--- src/tsq_pkg.sv ---
// Shared constants and types for the tape block transfer sequencer
package tsq_pkg;
  // ----------------------------------------------------------------
  // Word format
  // ----------------------------------------------------------------
  localparam int DIGIT_W = 4;
  localparam int WORD_DIGITS = 11;
  localparam int WORD_W = DIGIT_W * WORD_DIGITS;
  localparam int ADDR_W = 16;
  localparam int CNT_W = 8;
  localparam int SIGN_LSB = WORD_W - DIGIT_W;
  localparam int MODIFY_BIT = WORD_W - 1;
  localparam int FIFO_DEPTH = 8;
  // ----------------------------------------------------------------
  // Tape geometry in digit positions
  // ----------------------------------------------------------------
  localparam int FIRST_BLOCK_POS = 41;
  localparam int NEXT_BLOCK_POS = 80;
  localparam int POS_PER_WORD = 12;
  localparam int HEAD_STOP_POS = 60;
  localparam int START_GAP_POS = 119;
  localparam int ERASE_GAP_POS = 20;
  localparam int IBG_POS = 39;
  localparam int PB_FIRST_DEDUCT = START_GAP_POS + HEAD_STOP_POS + ERASE_GAP_POS + IBG_POS;
  // ----------------------------------------------------------------
  // Timing
  // ----------------------------------------------------------------
  localparam int CLK_PERIOD_PS = 25000;
  localparam int POS_TIME_PS = 40000000;
  localparam int POS_CYC = POS_TIME_PS / CLK_PERIOD_PS;
  localparam int START_TIME_US = 5000;
  localparam int TURN_TIME_US = 5000;
  // Scaled in two steps so the product stays inside a 32-bit int
  localparam int START_CYC = START_TIME_US * 1000 / (CLK_PERIOD_PS / 1000);
  localparam int TURN_CYC = TURN_TIME_US * 1000 / (CLK_PERIOD_PS / 1000);
  localparam int TIMER_W = 24;
  localparam int POSCNT_W = 12;
  // ----------------------------------------------------------------
  // Types
  // ----------------------------------------------------------------
  typedef enum logic [1:0] {OP_READ = 2'h0, OP_WRITE = 2'h1, OP_POS_BACK = 2'h2} tsq_op_t;
  typedef struct packed {
    tsq_op_t op;
    logic [CNT_W-1:0] words;
    logic [CNT_W-1:0] blocks;
    logic [ADDR_W-1:0] addr;
    logic index_en;
    logic [ADDR_W-1:0] index_val;
  } tsq_cmd_t;
  typedef struct packed {
    logic [ADDR_W-1:0] addr;
    logic rd;
    logic wr;
    logic [WORD_W-1:0] wdata;
  } tsq_mem_req_t;
endpackage

--- src/tsq_fifo.sv ---
// Word FIFO with valid/ready on both sides
`timescale 1ns/1ps
module tsq_fifo #(
  parameter int WIDTH = 44,
  parameter int DEPTH = 8
) (
  input wire logic clk,
  input wire logic sys_rst,
  input wire logic flush,
  input wire logic in_valid,
  input wire logic [WIDTH-1:0] in_data,
  output logic in_ready,
  output logic out_valid,
  output logic [WIDTH-1:0] out_data,
  input wire logic out_ready
);
  localparam int AW = $clog2(DEPTH);
  logic [WIDTH-1:0] mem [DEPTH];
  logic [AW-1:0] wr_ptr;
  logic [AW-1:0] rd_ptr;
  logic [AW:0] count;
  logic push;
  logic pop;

  assign in_ready = (count != DEPTH[AW:0]);
  assign out_valid = (count != '0);
  assign out_data = mem[rd_ptr];
  assign push = in_valid && in_ready;
  assign pop = out_valid && out_ready;

  always_ff @(posedge clk)
  begin
    if (push)
      mem[wr_ptr] <= in_data;
  end

  always_ff @(posedge clk)
  begin
    if (sys_rst || flush)
    begin
      wr_ptr <= '0;
      rd_ptr <= '0;
      count <= '0;
    end
    else
    begin
      if (push)
        wr_ptr <= (wr_ptr == AW'(DEPTH - 1)) ? '0 : wr_ptr + 1'b1;
      if (pop)
        rd_ptr <= (rd_ptr == AW'(DEPTH - 1)) ? '0 : rd_ptr + 1'b1;
      count <= count + (AW+1)'(push) - (AW+1)'(pop);
    end
  end
endmodule // tsq_fifo

--- src/tsq_sequencer.sv ---
// Tape block transfer sequencer: word/block loop, data path and motion timing
// Functional notes
// - Turn-around stops head within 60 positions
// - Turn-around modelled as 5 ms at most
// - First block: 41 plus 12 per word
// - Further blocks: 80 plus 12 per word
// - Position backward: 5 ms start and stop
// - Position backward assumes head 60 from end
// - Copy instruction image to control unit register
// - Preserve block start address in high field
// - Per word: address to storage, increment field
// - Read: tape word, buffer, index modify, store
// - Loop over words, then over blocks
// - Write: storage, buffer, adder, tape, low first
// - Recorded digits low first, sign last
`timescale 1ns/1ps
module tsq_sequencer #(
  parameter int START_CYCLES = tsq_pkg::START_CYC,
  parameter int TURN_CYCLES = tsq_pkg::TURN_CYC,
  parameter int POS_CYCLES = tsq_pkg::POS_CYC
) (
  input wire logic clk,
  input wire logic sys_rst,
  input wire logic start,
  input wire tsq_pkg::tsq_cmd_t cmd,
  input wire logic [tsq_pkg::WORD_W-1:0] instr_image,
  input wire logic reread_req,
  output tsq_pkg::tsq_mem_req_t mem_req,
  input wire logic [tsq_pkg::WORD_W-1:0] mem_rdata,
  input wire logic mem_rvalid,
  input wire logic [tsq_pkg::DIGIT_W-1:0] rx_digit,
  input wire logic rx_valid,
  output logic [tsq_pkg::DIGIT_W-1:0] tx_digit,
  output logic tx_valid,
  input wire logic tx_ready,
  output logic [tsq_pkg::WORD_W-1:0] tcu_instr,
  output logic tcu_instr_load,
  output logic tape_fwd,
  output logic tape_rev,
  output logic [7:0] head_margin,
  output logic busy,
  output logic done,
  output logic rx_overrun
);
  // ----------------------------------------------------------------
  // Types and state
  // ----------------------------------------------------------------
  typedef enum logic [3:0] {
    S_IDLE = 4'h0,
    S_LOAD = 4'h1,
    S_START = 4'h3,
    S_PREP = 4'h2,
    S_ADDR = 4'h6,
    S_XFER = 4'h7,
    S_BEND = 4'h5,
    S_TURN = 4'h4,
    S_STOP = 4'hc,
    S_DONE = 4'hd
  } tsq_state_t;

  localparam int AW = tsq_pkg::ADDR_W;
  localparam int WW = tsq_pkg::WORD_W;
  localparam int PW = tsq_pkg::POSCNT_W;

  tsq_state_t state;
  tsq_pkg::tsq_cmd_t cmd_q;
  logic [AW-1:0] addr_field;
  logic [AW-1:0] addr_saved;
  logic [tsq_pkg::CNT_W-1:0] words_left;
  logic [tsq_pkg::CNT_W-1:0] blocks_left;
  logic first_block;
  logic [tsq_pkg::TIMER_W-1:0] timer;
  logic [PW-1:0] pos_left;
  logic [PW-1:0] next_pos;
  logic [15:0] pos_div;
  logic pos_tick;
  logic [WW-1:0] storage_buffer;
  logic have_word;
  logic [WW-1:0] rx_shift;
  logic [3:0] rx_count;
  logic rx_push;
  logic [WW-1:0] rx_word;
  logic fifo_in_valid;
  logic [WW-1:0] fifo_in_data;
  logic fifo_in_ready;
  logic fifo_out_valid;
  logic [WW-1:0] fifo_out_data;
  logic fifo_out_ready;
  logic ser_load_ready;
  logic is_read;
  logic is_write;
  logic moving;

  assign is_read = (cmd_q.op == tsq_pkg::OP_READ);
  assign is_write = (cmd_q.op == tsq_pkg::OP_WRITE);
  assign moving = tape_fwd || tape_rev;

  // ----------------------------------------------------------------
  // Helpers
  // ----------------------------------------------------------------
  // Decimal count-up of the four-digit address field
  function automatic logic [15:0] bcd_inc(input logic [15:0] v);
    logic [15:0] r;
    logic carry;
    r = v;
    carry = 1'b1;
    for (int i = 0; i < 4; i++)
    begin
      if (carry)
      begin
        if (r[i*4 +: 4] == 4'h9)
          r[i*4 +: 4] = 4'h0;
        else
        begin
          r[i*4 +: 4] = r[i*4 +: 4] + 4'h1;
          carry = 1'b0;
        end
      end
    end
    return r;
  endfunction

  // Positions the head covers over one block, per operation and block order
  always_comb
  begin
    next_pos = PW'(tsq_pkg::NEXT_BLOCK_POS) + PW'(tsq_pkg::POS_PER_WORD) * PW'(cmd_q.words);
    if (first_block)
    begin
      if (cmd_q.op == tsq_pkg::OP_POS_BACK)
      begin
        // Head starts near the end mark, so short blocks leave nothing to pass
        if (next_pos > PW'(tsq_pkg::PB_FIRST_DEDUCT))
          next_pos = next_pos - PW'(tsq_pkg::PB_FIRST_DEDUCT);
        else
          next_pos = '0;
      end
      else
        next_pos = PW'(tsq_pkg::FIRST_BLOCK_POS) + PW'(tsq_pkg::POS_PER_WORD) * PW'(cmd_q.words);
    end
  end

  // ----------------------------------------------------------------
  // Digit position timer
  // ----------------------------------------------------------------
  always_ff @(posedge clk)
  begin
    if (sys_rst || !moving || state == S_START || state == S_TURN || state == S_STOP)
    begin
      pos_div <= '0;
      pos_tick <= 1'b0;
    end
    else
    begin
      pos_tick <= (pos_div == 16'(POS_CYCLES - 1));
      pos_div <= (pos_div == 16'(POS_CYCLES - 1)) ? '0 : pos_div + 16'h1;
    end
  end

  always_ff @(posedge clk)
  begin
    if (sys_rst)
      pos_left <= '0;
    else if (state == S_PREP)
      pos_left <= next_pos;
    else if (pos_tick && pos_left != '0)
      pos_left <= pos_left - 1'b1;
  end

  // ----------------------------------------------------------------
  // Tape word assembly on read
  // ----------------------------------------------------------------
  // Digits arrive low first; shifting in at the top leaves the word aligned
  always_ff @(posedge clk)
  begin
    if (sys_rst || state == S_IDLE)
    begin
      rx_shift <= '0;
      rx_count <= '0;
      rx_push <= 1'b0;
      rx_word <= '0;
    end
    else
    begin
      rx_push <= 1'b0;
      if (rx_valid && is_read && busy)
      begin
        if (rx_count == 4'(tsq_pkg::WORD_DIGITS - 1))
        begin
          rx_word <= {rx_digit, rx_shift[WW-1:tsq_pkg::DIGIT_W]};
          rx_push <= 1'b1;
          rx_count <= '0;
        end
        else
        begin
          rx_shift <= {rx_digit, rx_shift[WW-1:tsq_pkg::DIGIT_W]};
          rx_count <= rx_count + 4'h1;
        end
      end
    end
  end

  // The drive cannot be held off, so a full FIFO loses the word
  always_ff @(posedge clk)
  begin
    if (sys_rst)
      rx_overrun <= 1'b0;
    else if (rx_push && !fifo_in_ready)
      rx_overrun <= 1'b1;
    // A loss in the same cycle as a new start is still reported
    else if (start)
      rx_overrun <= 1'b0;
  end

  // ----------------------------------------------------------------
  // Buffer between tape side and storage side
  // ----------------------------------------------------------------
  assign fifo_in_valid = is_read ? rx_push : (state == S_XFER && is_write && have_word);
  assign fifo_in_data = is_read ? rx_word : storage_buffer;
  assign fifo_out_ready = is_read ? (state == S_XFER && !mem_req.wr) : ser_load_ready;

  tsq_fifo #(
    .WIDTH(WW),
    .DEPTH(tsq_pkg::FIFO_DEPTH)
  ) u_fifo (
    .clk(clk),
    .sys_rst(sys_rst),
    .flush(state == S_IDLE),
    .in_valid(fifo_in_valid),
    .in_data(fifo_in_data),
    .in_ready(fifo_in_ready),
    .out_valid(fifo_out_valid),
    .out_data(fifo_out_data),
    .out_ready(fifo_out_ready)
  );

  tsq_word_ser u_ser (
    .clk(clk),
    .sys_rst(sys_rst),
    .load_valid(fifo_out_valid && is_write),
    .load_word(fifo_out_data),
    .load_ready(ser_load_ready),
    .digit(tx_digit),
    .digit_valid(tx_valid),
    .digit_ready(tx_ready)
  );

  // ----------------------------------------------------------------
  // Sequencer
  // ----------------------------------------------------------------
  always_ff @(posedge clk)
  begin
    if (sys_rst)
    begin
      state <= S_IDLE;
      cmd_q <= '0;
      timer <= '0;
      words_left <= '0;
      blocks_left <= '0;
      first_block <= 1'b0;
      done <= 1'b0;
    end
    else
    begin
      done <= 1'b0;
      if (timer != '0)
        timer <= timer - 1'b1;
      case (state)
        S_IDLE:
          if (start)
          begin
            cmd_q <= cmd;
            state <= S_LOAD;
          end
        S_LOAD:
        begin
          first_block <= 1'b1;
          blocks_left <= cmd_q.blocks;
          timer <= tsq_pkg::TIMER_W'(START_CYCLES);
          state <= S_START;
        end
        S_START:
          if (timer == '0)
            state <= S_PREP;
        S_PREP:
        begin
          words_left <= (cmd_q.op == tsq_pkg::OP_POS_BACK) ? '0 : cmd_q.words;
          state <= S_ADDR;
        end
        S_ADDR:
          state <= (words_left == '0) ? S_BEND : S_XFER;
        S_XFER:
          if ((is_read && fifo_out_valid && !mem_req.wr) || (is_write && have_word && fifo_in_ready))
          begin
            words_left <= words_left - 1'b1;
            state <= S_ADDR;
          end
        S_BEND:
          if (pos_left == '0 && !fifo_out_valid && !tx_valid && ser_load_ready)
          begin
            first_block <= 1'b0;
            blocks_left <= blocks_left - 1'b1;
            if (blocks_left > 8'h1)
              state <= S_PREP;
            else if (cmd_q.op == tsq_pkg::OP_POS_BACK)
            begin
              timer <= tsq_pkg::TIMER_W'(START_CYCLES);
              state <= S_STOP;
            end
            else
            begin
              timer <= tsq_pkg::TIMER_W'(TURN_CYCLES);
              state <= S_TURN;
            end
          end
        S_TURN, S_STOP:
          if (timer == '0)
            state <= S_DONE;
        S_DONE:
        begin
          done <= 1'b1;
          state <= S_IDLE;
        end
        default:
          state <= S_IDLE;
      endcase
      // An automatic retry restarts the block word loop
      if (reread_req && is_read && (state == S_ADDR || state == S_XFER || state == S_BEND))
        state <= S_PREP;
    end
  end

  // ----------------------------------------------------------------
  // Command register address field
  // ----------------------------------------------------------------
  always_ff @(posedge clk)
  begin
    if (sys_rst)
    begin
      addr_field <= '0;
      addr_saved <= '0;
    end
    else if (state == S_LOAD)
      addr_field <= cmd_q.addr;
    else if (reread_req && is_read && (state == S_ADDR || state == S_XFER || state == S_BEND))
      addr_field <= addr_saved;
    else if (state == S_PREP)
      addr_saved <= addr_field;
    else if (state == S_ADDR && words_left != '0)
      addr_field <= bcd_inc(addr_field);
  end

  // ----------------------------------------------------------------
  // Storage side
  // ----------------------------------------------------------------
  always_ff @(posedge clk)
  begin
    if (sys_rst)
    begin
      mem_req <= '0;
      storage_buffer <= '0;
      have_word <= 1'b0;
    end
    else
    begin
      mem_req.rd <= 1'b0;
      mem_req.wr <= 1'b0;
      if (state == S_ADDR && words_left != '0)
      begin
        mem_req.addr <= addr_field;
        mem_req.rd <= is_write;
        have_word <= 1'b0;
      end
      if (state == S_XFER && is_read && fifo_out_valid && !mem_req.wr)
      begin
        storage_buffer <= fifo_out_data;
        mem_req.wdata <= fifo_out_data;
        if (cmd_q.index_en && fifo_out_data[tsq_pkg::MODIFY_BIT])
        begin
          // Modifier flag is consumed so the stored word carries it cleared
          mem_req.wdata[tsq_pkg::MODIFY_BIT] <= 1'b0;
          mem_req.wdata[AW-1:0] <= fifo_out_data[AW-1:0] + cmd_q.index_val;
        end
        mem_req.wr <= 1'b1;
      end
      if (state == S_XFER && is_write && !have_word && mem_rvalid)
      begin
        storage_buffer <= mem_rdata;
        have_word <= 1'b1;
      end
      else if (state == S_XFER && is_write && have_word && fifo_in_ready)
        have_word <= 1'b0;
    end
  end

  // ----------------------------------------------------------------
  // Control unit and motion outputs
  // ----------------------------------------------------------------
  always_ff @(posedge clk)
  begin
    if (sys_rst)
    begin
      tcu_instr <= '0;
      tcu_instr_load <= 1'b0;
    end
    else
    begin
      tcu_instr_load <= (state == S_LOAD);
      if (state == S_LOAD)
        tcu_instr <= instr_image;
    end
  end

  always_ff @(posedge clk)
  begin
    if (sys_rst)
    begin
      tape_fwd <= 1'b0;
      tape_rev <= 1'b0;
      busy <= 1'b0;
      head_margin <= '0;
    end
    else
    begin
      busy <= (state != S_IDLE) && (state != S_DONE);
      tape_fwd <= (state inside {S_START, S_PREP, S_ADDR, S_XFER, S_BEND}) && cmd_q.op != tsq_pkg::OP_POS_BACK;
      tape_rev <= (state inside {S_START, S_PREP, S_ADDR, S_XFER, S_BEND, S_STOP} && cmd_q.op == tsq_pkg::OP_POS_BACK)
        || (state == S_TURN && timer > tsq_pkg::TIMER_W'(TURN_CYCLES / 2));
      // The stop after reversal leaves the head inside the last block
      if (state == S_TURN && timer == '0)
        head_margin <= 8'(tsq_pkg::HEAD_STOP_POS);
      else if (state == S_LOAD)
        head_margin <= (cmd_q.op == tsq_pkg::OP_POS_BACK) ? 8'(tsq_pkg::HEAD_STOP_POS) : '0;
    end
  end
endmodule // tsq_sequencer

--- src/tsq_word_ser.sv ---
// Word to digit serializer, least significant digit first, sign last
`timescale 1ns/1ps
module tsq_word_ser (
  input wire logic clk,
  input wire logic sys_rst,
  input wire logic load_valid,
  input wire logic [tsq_pkg::WORD_W-1:0] load_word,
  output logic load_ready,
  output logic [tsq_pkg::DIGIT_W-1:0] digit,
  output logic digit_valid,
  input wire logic digit_ready
);
  logic [tsq_pkg::WORD_W-1:0] shift;
  logic [3:0] left;

  assign load_ready = (left == '0) && !digit_valid;

  always_ff @(posedge clk)
  begin
    if (sys_rst)
    begin
      shift <= '0;
      left <= '0;
      digit <= '0;
      digit_valid <= 1'b0;
    end
    else if (load_valid && load_ready)
    begin
      shift <= load_word;
      left <= 4'(tsq_pkg::WORD_DIGITS);
    end
    else if (!digit_valid || digit_ready)
    begin
      digit_valid <= (left != '0);
      if (left != '0)
      begin
        // Low digit goes first so the sign digit closes the word on tape
        digit <= shift[tsq_pkg::DIGIT_W-1:0];
        shift <= shift >> tsq_pkg::DIGIT_W;
        left <= left - 1'b1;
      end
    end
  end
endmodule // tsq_word_ser
--- config.mk ---
export PLATFORM = sky130hd
export DESIGN_NAME = tsq_sequencer
export DESIGN_NICKNAME = d
export VERILOG_FILES = /design/src/tsq_pkg.sv /design/src/tsq_fifo.sv /design/src/tsq_sequencer.sv /design/src/tsq_word_ser.sv
export SDC_FILE = /design/constraint.sdc
export NUM_CORES = 1
export LEC_CHECK = 0
export BUFFER_PORTS_ARGS = -buffer_cell sky130_fd_sc_hd__buf_4
export CORE_MARGIN = 10
export CORE_UTILIZATION = 30
export DETAILED_ROUTE_END_ITERATION = 10
export PLACE_DENSITY = 0.42
export SYNTH_ARGS = -nofsm -noshare
export SYNTH_HDL_FRONTEND = slang
export SYNTH_SLANG_ARGS = --single-unit
--- constraint.sdc ---
create_clock -name clk -period 12.51 [get_ports clk]
set_input_delay 2.502 -clock clk [delete_from_list [all_inputs] [get_ports clk]]
set_output_delay 2.502 -clock clk [all_outputs]
set_load 0.1 [all_outputs]
==> flow_summary.json, run 1 <==
{
  "status": "finished, final reports clean",
  "timing.reg2reg.setup_slack_ns": 7.89,
  "power_leakage_nw": 14.9,
  "grt_start_max_net_pins": 95,
  "vias": 24800,
  "synth_compound_area_share_pct": 12.0,
  "cp-end-kind": "flop",
  "power_density_nw_per_um2": 198,
  "slew_violations": 0,
  "dp_hpwl_um": 66700,
  "wl_per_cell_um": 21.6,
  "design.die.area_sq_um": 128000,
  "drv_cap": 0,
  "worstPathArrival_ns": 5.16,
  "whs_ns": 0.445,
  "finalSetupViolations": 0,
  "max-slew-margin-rel_pct": 15.6,
  "drc": 0,
  "cp-start-kind": "flop",
  "clockBufferDepth": 3,
  "finalHoldViolCount": 0,
  "async_flop_share_pct": 0,
  "syn_to_final_growth_pct": 19.6,
  "via_per_inst": 5.03,
  "max_freq_mhz": 217,
  "fin_skew_ns": 0.0325,
  "synth_edf_count": 352,
  "yosysWarnings": 0,
  "final_cell_count_no_fill": 4922,
  "drt-initial-drc-count": 1532,
  "numCtsBuffers": 94,
  "worst_pin_slew_ns": 1.26,
  "clockRootBuffer": "clkbuf_16",
  "ir_drop_v": 0.000126,
  "min_path_type": "reg2reg",
  "synth_xor_area_share_pct": 2.07,
  "core_sq_um": 113000,
  "cts_resized": 0,
  "synth_flop_cell": "dfxtp_1",
  "yosysSeqAreaShare_pct": 58.2,
  "ant_nets": 0,
  "fin_tns_setup_ns": 0,
  "gp_congestion": 0.768,
  "fin_crit_sh_pct": 36.9,
  "synth_area_sq_um": 34300,
  "synth-seq-cells": 822,
  "insertion_delay_ns": 0.68,
  "track_usage_pct": 16.0,
  "clkSinkCount": 822,
  "drt_first_pass_iters": 5,
  "grt_pass1_vias": 24400,
  "synth_top_family_by_area": "simple AND/OR/NAND/NOR gates",
  "fp-row-count": 123,
  "crit_path_end": "mem_req[15]$_SDFFE_PP0P_",
  "clk_pin_slew_ns": 0.06,
  "nets": 3543,
  "start_util_pct": 30.4,
  "synth-simple-area-share_pct": 13.5,
  "cts_tree": "done",
  "grt_pass1_wl_um": 158000,
  "post_cts_buffers": 0,
  "power.total_mw": 8.14,
  "fin_crit_ns": 4.62,
  "ys_types": 84,
  "crit_path_max_fanout": 41,
  "wl_um": 106000,
  "die_x_um": 358,
  "postSynthAreaPerCell_sq_um": 10.9,
  "antenna_found_initial": 3,
  "fp.dieH_um": 358,
  "synthMuxAreaShare_pct": 9.39,
  "synthCells": 3143,
  "synthAdderAreaFrac_pct": 1.93,
  "r2r_end": "mem_req[15]$_SDFFE_PP0P_",
  "ioPinCount": 275,
  "drive_above_1_share_pct": 20.7,
  "htree_levels": 3,
  "post-place-cells": 4745,
  "worst-setup-path-type": "reg2reg",
  "rsz0062_at_grt": "no",
  "io_buffers": 270,
  "r2r_cells": 12,
  "globalRoute.totalOverflow": 0,
  "hold_buffers": 0,
  "cp.required_ns": 13.05
}
## state kept, by name, summed over array words and instances (netlist names), 3 cells and up, named ones only
register	cells
u_fifo.rd_ptr	3
tcu_instr	44
u_ser.shift	44
addr_saved	16
timer	24
pos_left	12
rx_word	44
u_fifo.wr_ptr	3
pos_div	16
u_ser.digit	4
storage_buffer	44
u_fifo.count	4
u_ser.left	4
rx_shift	40
u_fifo.mem	352
mem_req	62
addr_field	16
rx_count	4
state	4
blocks_left	8
cmd_q	51
words_left	8
## metal layers
layer	GRT usage [%]	share of wire (%)
met5	0	0.012
met4	3.89	2.0
met3	2.70	4.9
met2	26.1	47
met1	21.9	46
## cell usage in the layout (no fill, tap or decap), types with 6 or more instances in the layout
cell       synthesis  final
nor3b_1           11      9
o21a_1             8      8
a31oi_1           12     12
o221a_2           24     24
buf_4              9    302
clkbuf_16          0     97
or3_1             12     12
xnor2_1           46     46
nor2_1           270    264
o21ai_0           45     45
clkinv_2           0     22
mux2_2            87     87
a22oi_1           57     57
nand3_1           32     31
mux4_2            88     88
and3_1            14     14
inv_1             48     48
nand3b_1           9      9
clkbuf_1         159     16
ha_1              48     48
dfxtp_1          470    467
a21oi_1          377    377
nand2b_1          14     14
a211oi_1          50     50
a21o_1            11     11
and2_1            13     11
xor2_1            32     32
nor3_1            50     47
nor2b_1           14     13
a311oi_1          11     11
o31ai_1            6      6
mux2i_1           26     26
bufinv_16          0      8
nand2_1          579    576
nand4_1           11     11
clkbuf_8           0     15
o211ai_1          10     10
edfxtp_1         352    352
nor4_1            18     16
a221oi_1           6      6
## per-stage QoR
stage	worst slack [ns]	cell area (sq um)	util, %
5_1_grt	7.62	41000	36.3
4_1_cts	7.85	41000	36.3
6_report	7.89	41000	36.3
3_3_place_gp	7.45	37800	33.5
2_1_floorplan	6.07	34300	-
3_5_place_dp	7.37	37800	33.5
## how the worst min path moves through the flow
stage	start	end	slack (ns)	cells after the start
after floorplan	pos_div[0]$_SDFF_PP0_	pos_div[0]$_SDFF_PP0_	0.43	1
after global placement	addr_saved[12]$_SDFFE_PP0P_	addr_saved[12]$_SDFFE_PP0P_	0.44	2
after detailed placement	addr_saved[12]$_SDFFE_PP0P_	addr_saved[12]$_SDFFE_PP0P_	0.45	2
after CTS	rx_shift[19]$_SDFFE_PP0P_	rx_shift[15]$_SDFFE_PP0P_	0.45	2
after global routing	addr_saved[12]$_SDFFE_PP0P_	addr_saved[12]$_SDFFE_PP0P_	0.47	2
final	rx_shift[19]$_SDFFE_PP0P_	rx_shift[15]$_SDFFE_PP0P_	0.45	2
## synth_stat cells (32+ instances only)
master | number | area (sq um)
edfxtp_1 | 352 | 10600
a211oi_1 | 50 | 375
inv_1 | 48 | 180
nor3_1 | 50 | 250
o21ai_0 | 45 | 225
ha_1 | 48 | 601
mux2_2 | 87 | 980
nor2_1 | 270 | 1010
nand2_1 | 579 | 2170
xnor2_1 | 46 | 403
dfxtp_1 | 470 | 9410
clkbuf_1 | 159 | 597
a22oi_1 | 57 | 428
mux4_2 | 88 | 1980
a21oi_1 | 377 | 1890
nand3_1 | 32 | 160
xor2_1 | 32 | 280
## logic make-up (layout without fill, tap and decap cells)
logic type / Yosys count / count (layout)
xor+xnor: 79 / 79
flops: 822 / 822
other cells: 1 / 5
compound gates: 660 / 660
simple gates: 1077 / 1077
buf+inv: 252 / 527
mux: 201 / 201
fa+ha+maj: 51 / 51
## final cells by class
cell class	count	area [sq um]
clock buffers	128	2690
flip-flops and latches	822	20000
repair buffers	304	2300
clock inverters	47	523
fillers	11200	71900
multi-input cells	2072	13500
inverters	48	180
well taps	1500	1880
diodes	1	2.50
## report_power, final
| part | total, mW | switching [mW] | internal, mW |
|---|---|---|---|
| logic | 2.08 | 1.40 | 0.675 |
| registers | 3.24 | 0.231 | 3.00 |
| clock network | 2.83 | 1.14 | 1.68 |
## worst max-delay path, stage by stage (launching register included)
cell	delay (ns)
dfxtp_4	0.95
mux4_2	0.60
mux2_2	0.34
ha_1	0.31
a211oi_1	0.33
o21a_1	0.21
a2bb2oi_1	0.29
a21oi_1	0.15
a211oi_1	0.38
a21oi_1	0.25
xor2_1	0.24
a21oi_1	0.10
a311o_1	0.32
Note: power is estimated with default switching activity, not from simulation.
==> run 2: changes to the inputs <==
Settings changed: PLACE_DENSITY 0.42 to 0.43.
Clock period 12.51 ns to 3.7 ns, I/O delays scaled along.
==> run 2 against run 1 <==
Compared with the run above: clock power grew to 3.2 times the previous value; design area grew 1.4%; maximum frequency grew 32%; combinational power grew to 3.6 times the previous value; global-route usage grew 0.12 points; first-iteration DRC count shrank 9.4%; via count shrank 0.87%; critical path type unchanged; highest routed layer is now met4.
==> flow_summary.json, run 2 (synthesized netlist as in run 1, its figures left out) <==
{
  "grtUsageMet2_pct": 26.0,
  "wl_per_cell_um": 21.4,
  "whs_ns": 0.316,
  "crit_path_max_fanout": 7,
  "clockRootBuffer": "clkbuf_16",
  "slew_violations": 0,
  "cp-end-kind": "flop",
  "clockBufferDepth": 3,
  "post-place-ws_ns": 0.121,
  "worst-setup-path-type": "reg2reg",
  "finalSetupViolations": 0,
  "cp.required_ns": 4.23,
  "cp-start-kind": "flop",
  "layout_commonest_cell": "nand2_1",
  "power_leakage_nw": 15.1,
  "gp_congestion": 0.796,
  "clk_pin_slew_ns": 0.06,
  "fp.dieH_um": 358,
  "hold_buffers": 0,
  "globalRoute.totalOverflow": 0,
  "fin_skew_ns": 0.0376,
  "worstPathArrival_ns": 4.03,
  "met3_usage_pct": 2.83,
  "power_density_nw_per_um2": 656,
  "ir_drop_v": 0.000343,
  "wl_um": 106000,
  "largest_reg_flops": 352,
  "worstHoldStart": "instr_image[24]",
  "worst_pin_slew_ns": 1.05,
  "fin_tns_setup_ns": 0,
  "dp_hpwl_um": 70700,
  "drt-initial-drc-count": 1388,
  "final_cell_count_no_fill": 4981,
  "fin_crit_ns": 3.51,
  "cts_tree": "done",
  "design.die.area_sq_um": 128000,
  "drive_above_1_share_pct": 21.9,
  "largest_register": "u_fifo.mem",
  "track_usage_pct": 16.1,
  "vias": 24600,
  "ioPinCount": 275,
  "rsz0062_at_grt": "no",
  "fin_crit_sh_pct": 94.7,
  "die_x_um": 358,
  "drc": 0,
  "insertion_delay_ns": 0.67,
  "grt_pass1_wl_um": 158000,
  "critPathLaunch": "cmd_q[42]$_SDFFE_PP0P_",
  "min_path_type": "in2reg",
  "syn_to_final_growth_pct": 21.3,
  "busiest_layer": "met2",
  "io_buffers": 270,
  "max_freq_mhz": 285,
  "grt_pass1_vias": 24500,
  "status": "finished, final reports clean",
  "max-slew-margin-rel_pct": 29.6,
  "nets": 3609,
  "core_sq_um": 113000,
  "final_cell_mix": "nand2_1, dfxtp_1, a21oi_1, edfxtp_1, buf_4",
  "clkSinkCount": 822,
  "drv_cap": 0,
  "top_regs": "u_fifo.mem (352), mem_req (62), cmd_q (51)",
  "postLayoutSetupSlackWorst_ns": 0.195,
  "grtUsageMet1_pct": 22.1,
  "antenna_found_initial": 1,
  "finalHoldViolCount": 0,
  "fp-row-count": 123,
  "grt_start_max_net_pins": 134,
  "r2r_start": "cmd_q[42]$_SDFFE_PP0P_",
  "numCtsBuffers": 93,
  "start_util_pct": 30.4,
  "htree_levels": 3,
  "via_per_inst": 4.93,
  "drt_first_pass_iters": 5,
  "post-place-cells": 4811,
  "ant_nets": 0
}
==> run 2: cell types whose count changed in the layout (fill, tap and decap cells not counted), sizes merged <==
cell | previous run | this run
clkinv | 36 | 30
bufinv | 8 | 3
buf | 304 | 371
clkbuf | 128 | 130
inv | 49 | 51
clkinvlp | 2 | 1
==> run 2: where the power goes <==
| part | internal [mW] | leakage, nW | switching, mW | total [mW] |
|---|---|---|---|---|
| Sequential | 10.2 | 7.64 | 0.711 | 10.9 |
| Clock | 5.22 | 1.47 | 3.80 | 9.02 |
| Combinational | 2.48 | 6.01 | 4.92 | 7.40 |
| Total | 17.9 | 15.1 | 9.43 | 27.3 |
==> run 2: layer usage <==
layer / wire (um) / share of wire, %
met5: 0 / 0
met4: 2460 / 2.3
met3: 4380 / 4.1
met2: 49700 / 47
met1: 49800 / 47
==> run 2: critical path, cell delays in order (launching register included) <==
cell and delay, ns:
dfxtp_1 0.36, ha_1 0.25, fa_1 0.41, xor2_1 0.22, buf_4 0.18, ha_1 0.29
o21ba_2 0.27, or3b_1 0.42, a31oi_4 0.26, a21oi_2 0.13, a221o_1 0.35, a32o_1 0.24
==> run 2: repair_timing <==
| action | in CTS | in global routing |
|---|---|---|
| setup endpoints to repair | 0 | 4 |
| resized for setup | 0 | 6 |
| buffers inserted | 0 | 2 |
==> run 2: stage by stage <==
| stage | utilization, % | total power [mW] | cell area, sq um |
|---|---|---|---|
| final | 36.8 | 27.3 | 41600 |
| after global routing | 36.8 | 28.7 | 41600 |
| after CTS | 36.8 | 27.6 | 41600 |
| after detailed placement | 34.1 | 18.5 | 38600 |
| after global placement | 34.1 | 18.5 | 38600 |
| after floorplan | - | 16.2 | 34400 |
==> run 2: path summary, 6_finish.rpt <==
path,to,cells past startpoint,slack (ns)
setup reg to reg,pos_left[4]$_SDFFE_PP0P_,11,0.19
setup / recovery,pos_left[4]$_SDFFE_PP0P_,11,0.19
hold reg to reg,rx_word[26]$_SDFFE_PP0P_,2,0.45
hold / removal,tcu_instr[24]$_SDFFE_PP0P_,3,0.32
==> run 2: final cells by class <==
cell class                      instances  area, sq um
Clock buffer                          130         2660
Inverter                               48          180
Multi-Input combinational cell       2072        13600
Fill cell                           11300        71400
Clock inverter                         37          319
Timing Repair Buffer                  371         3020
Sequential cell                       822        20000
Antenna cell                            1         2.50
Tap cell                             1500         1880
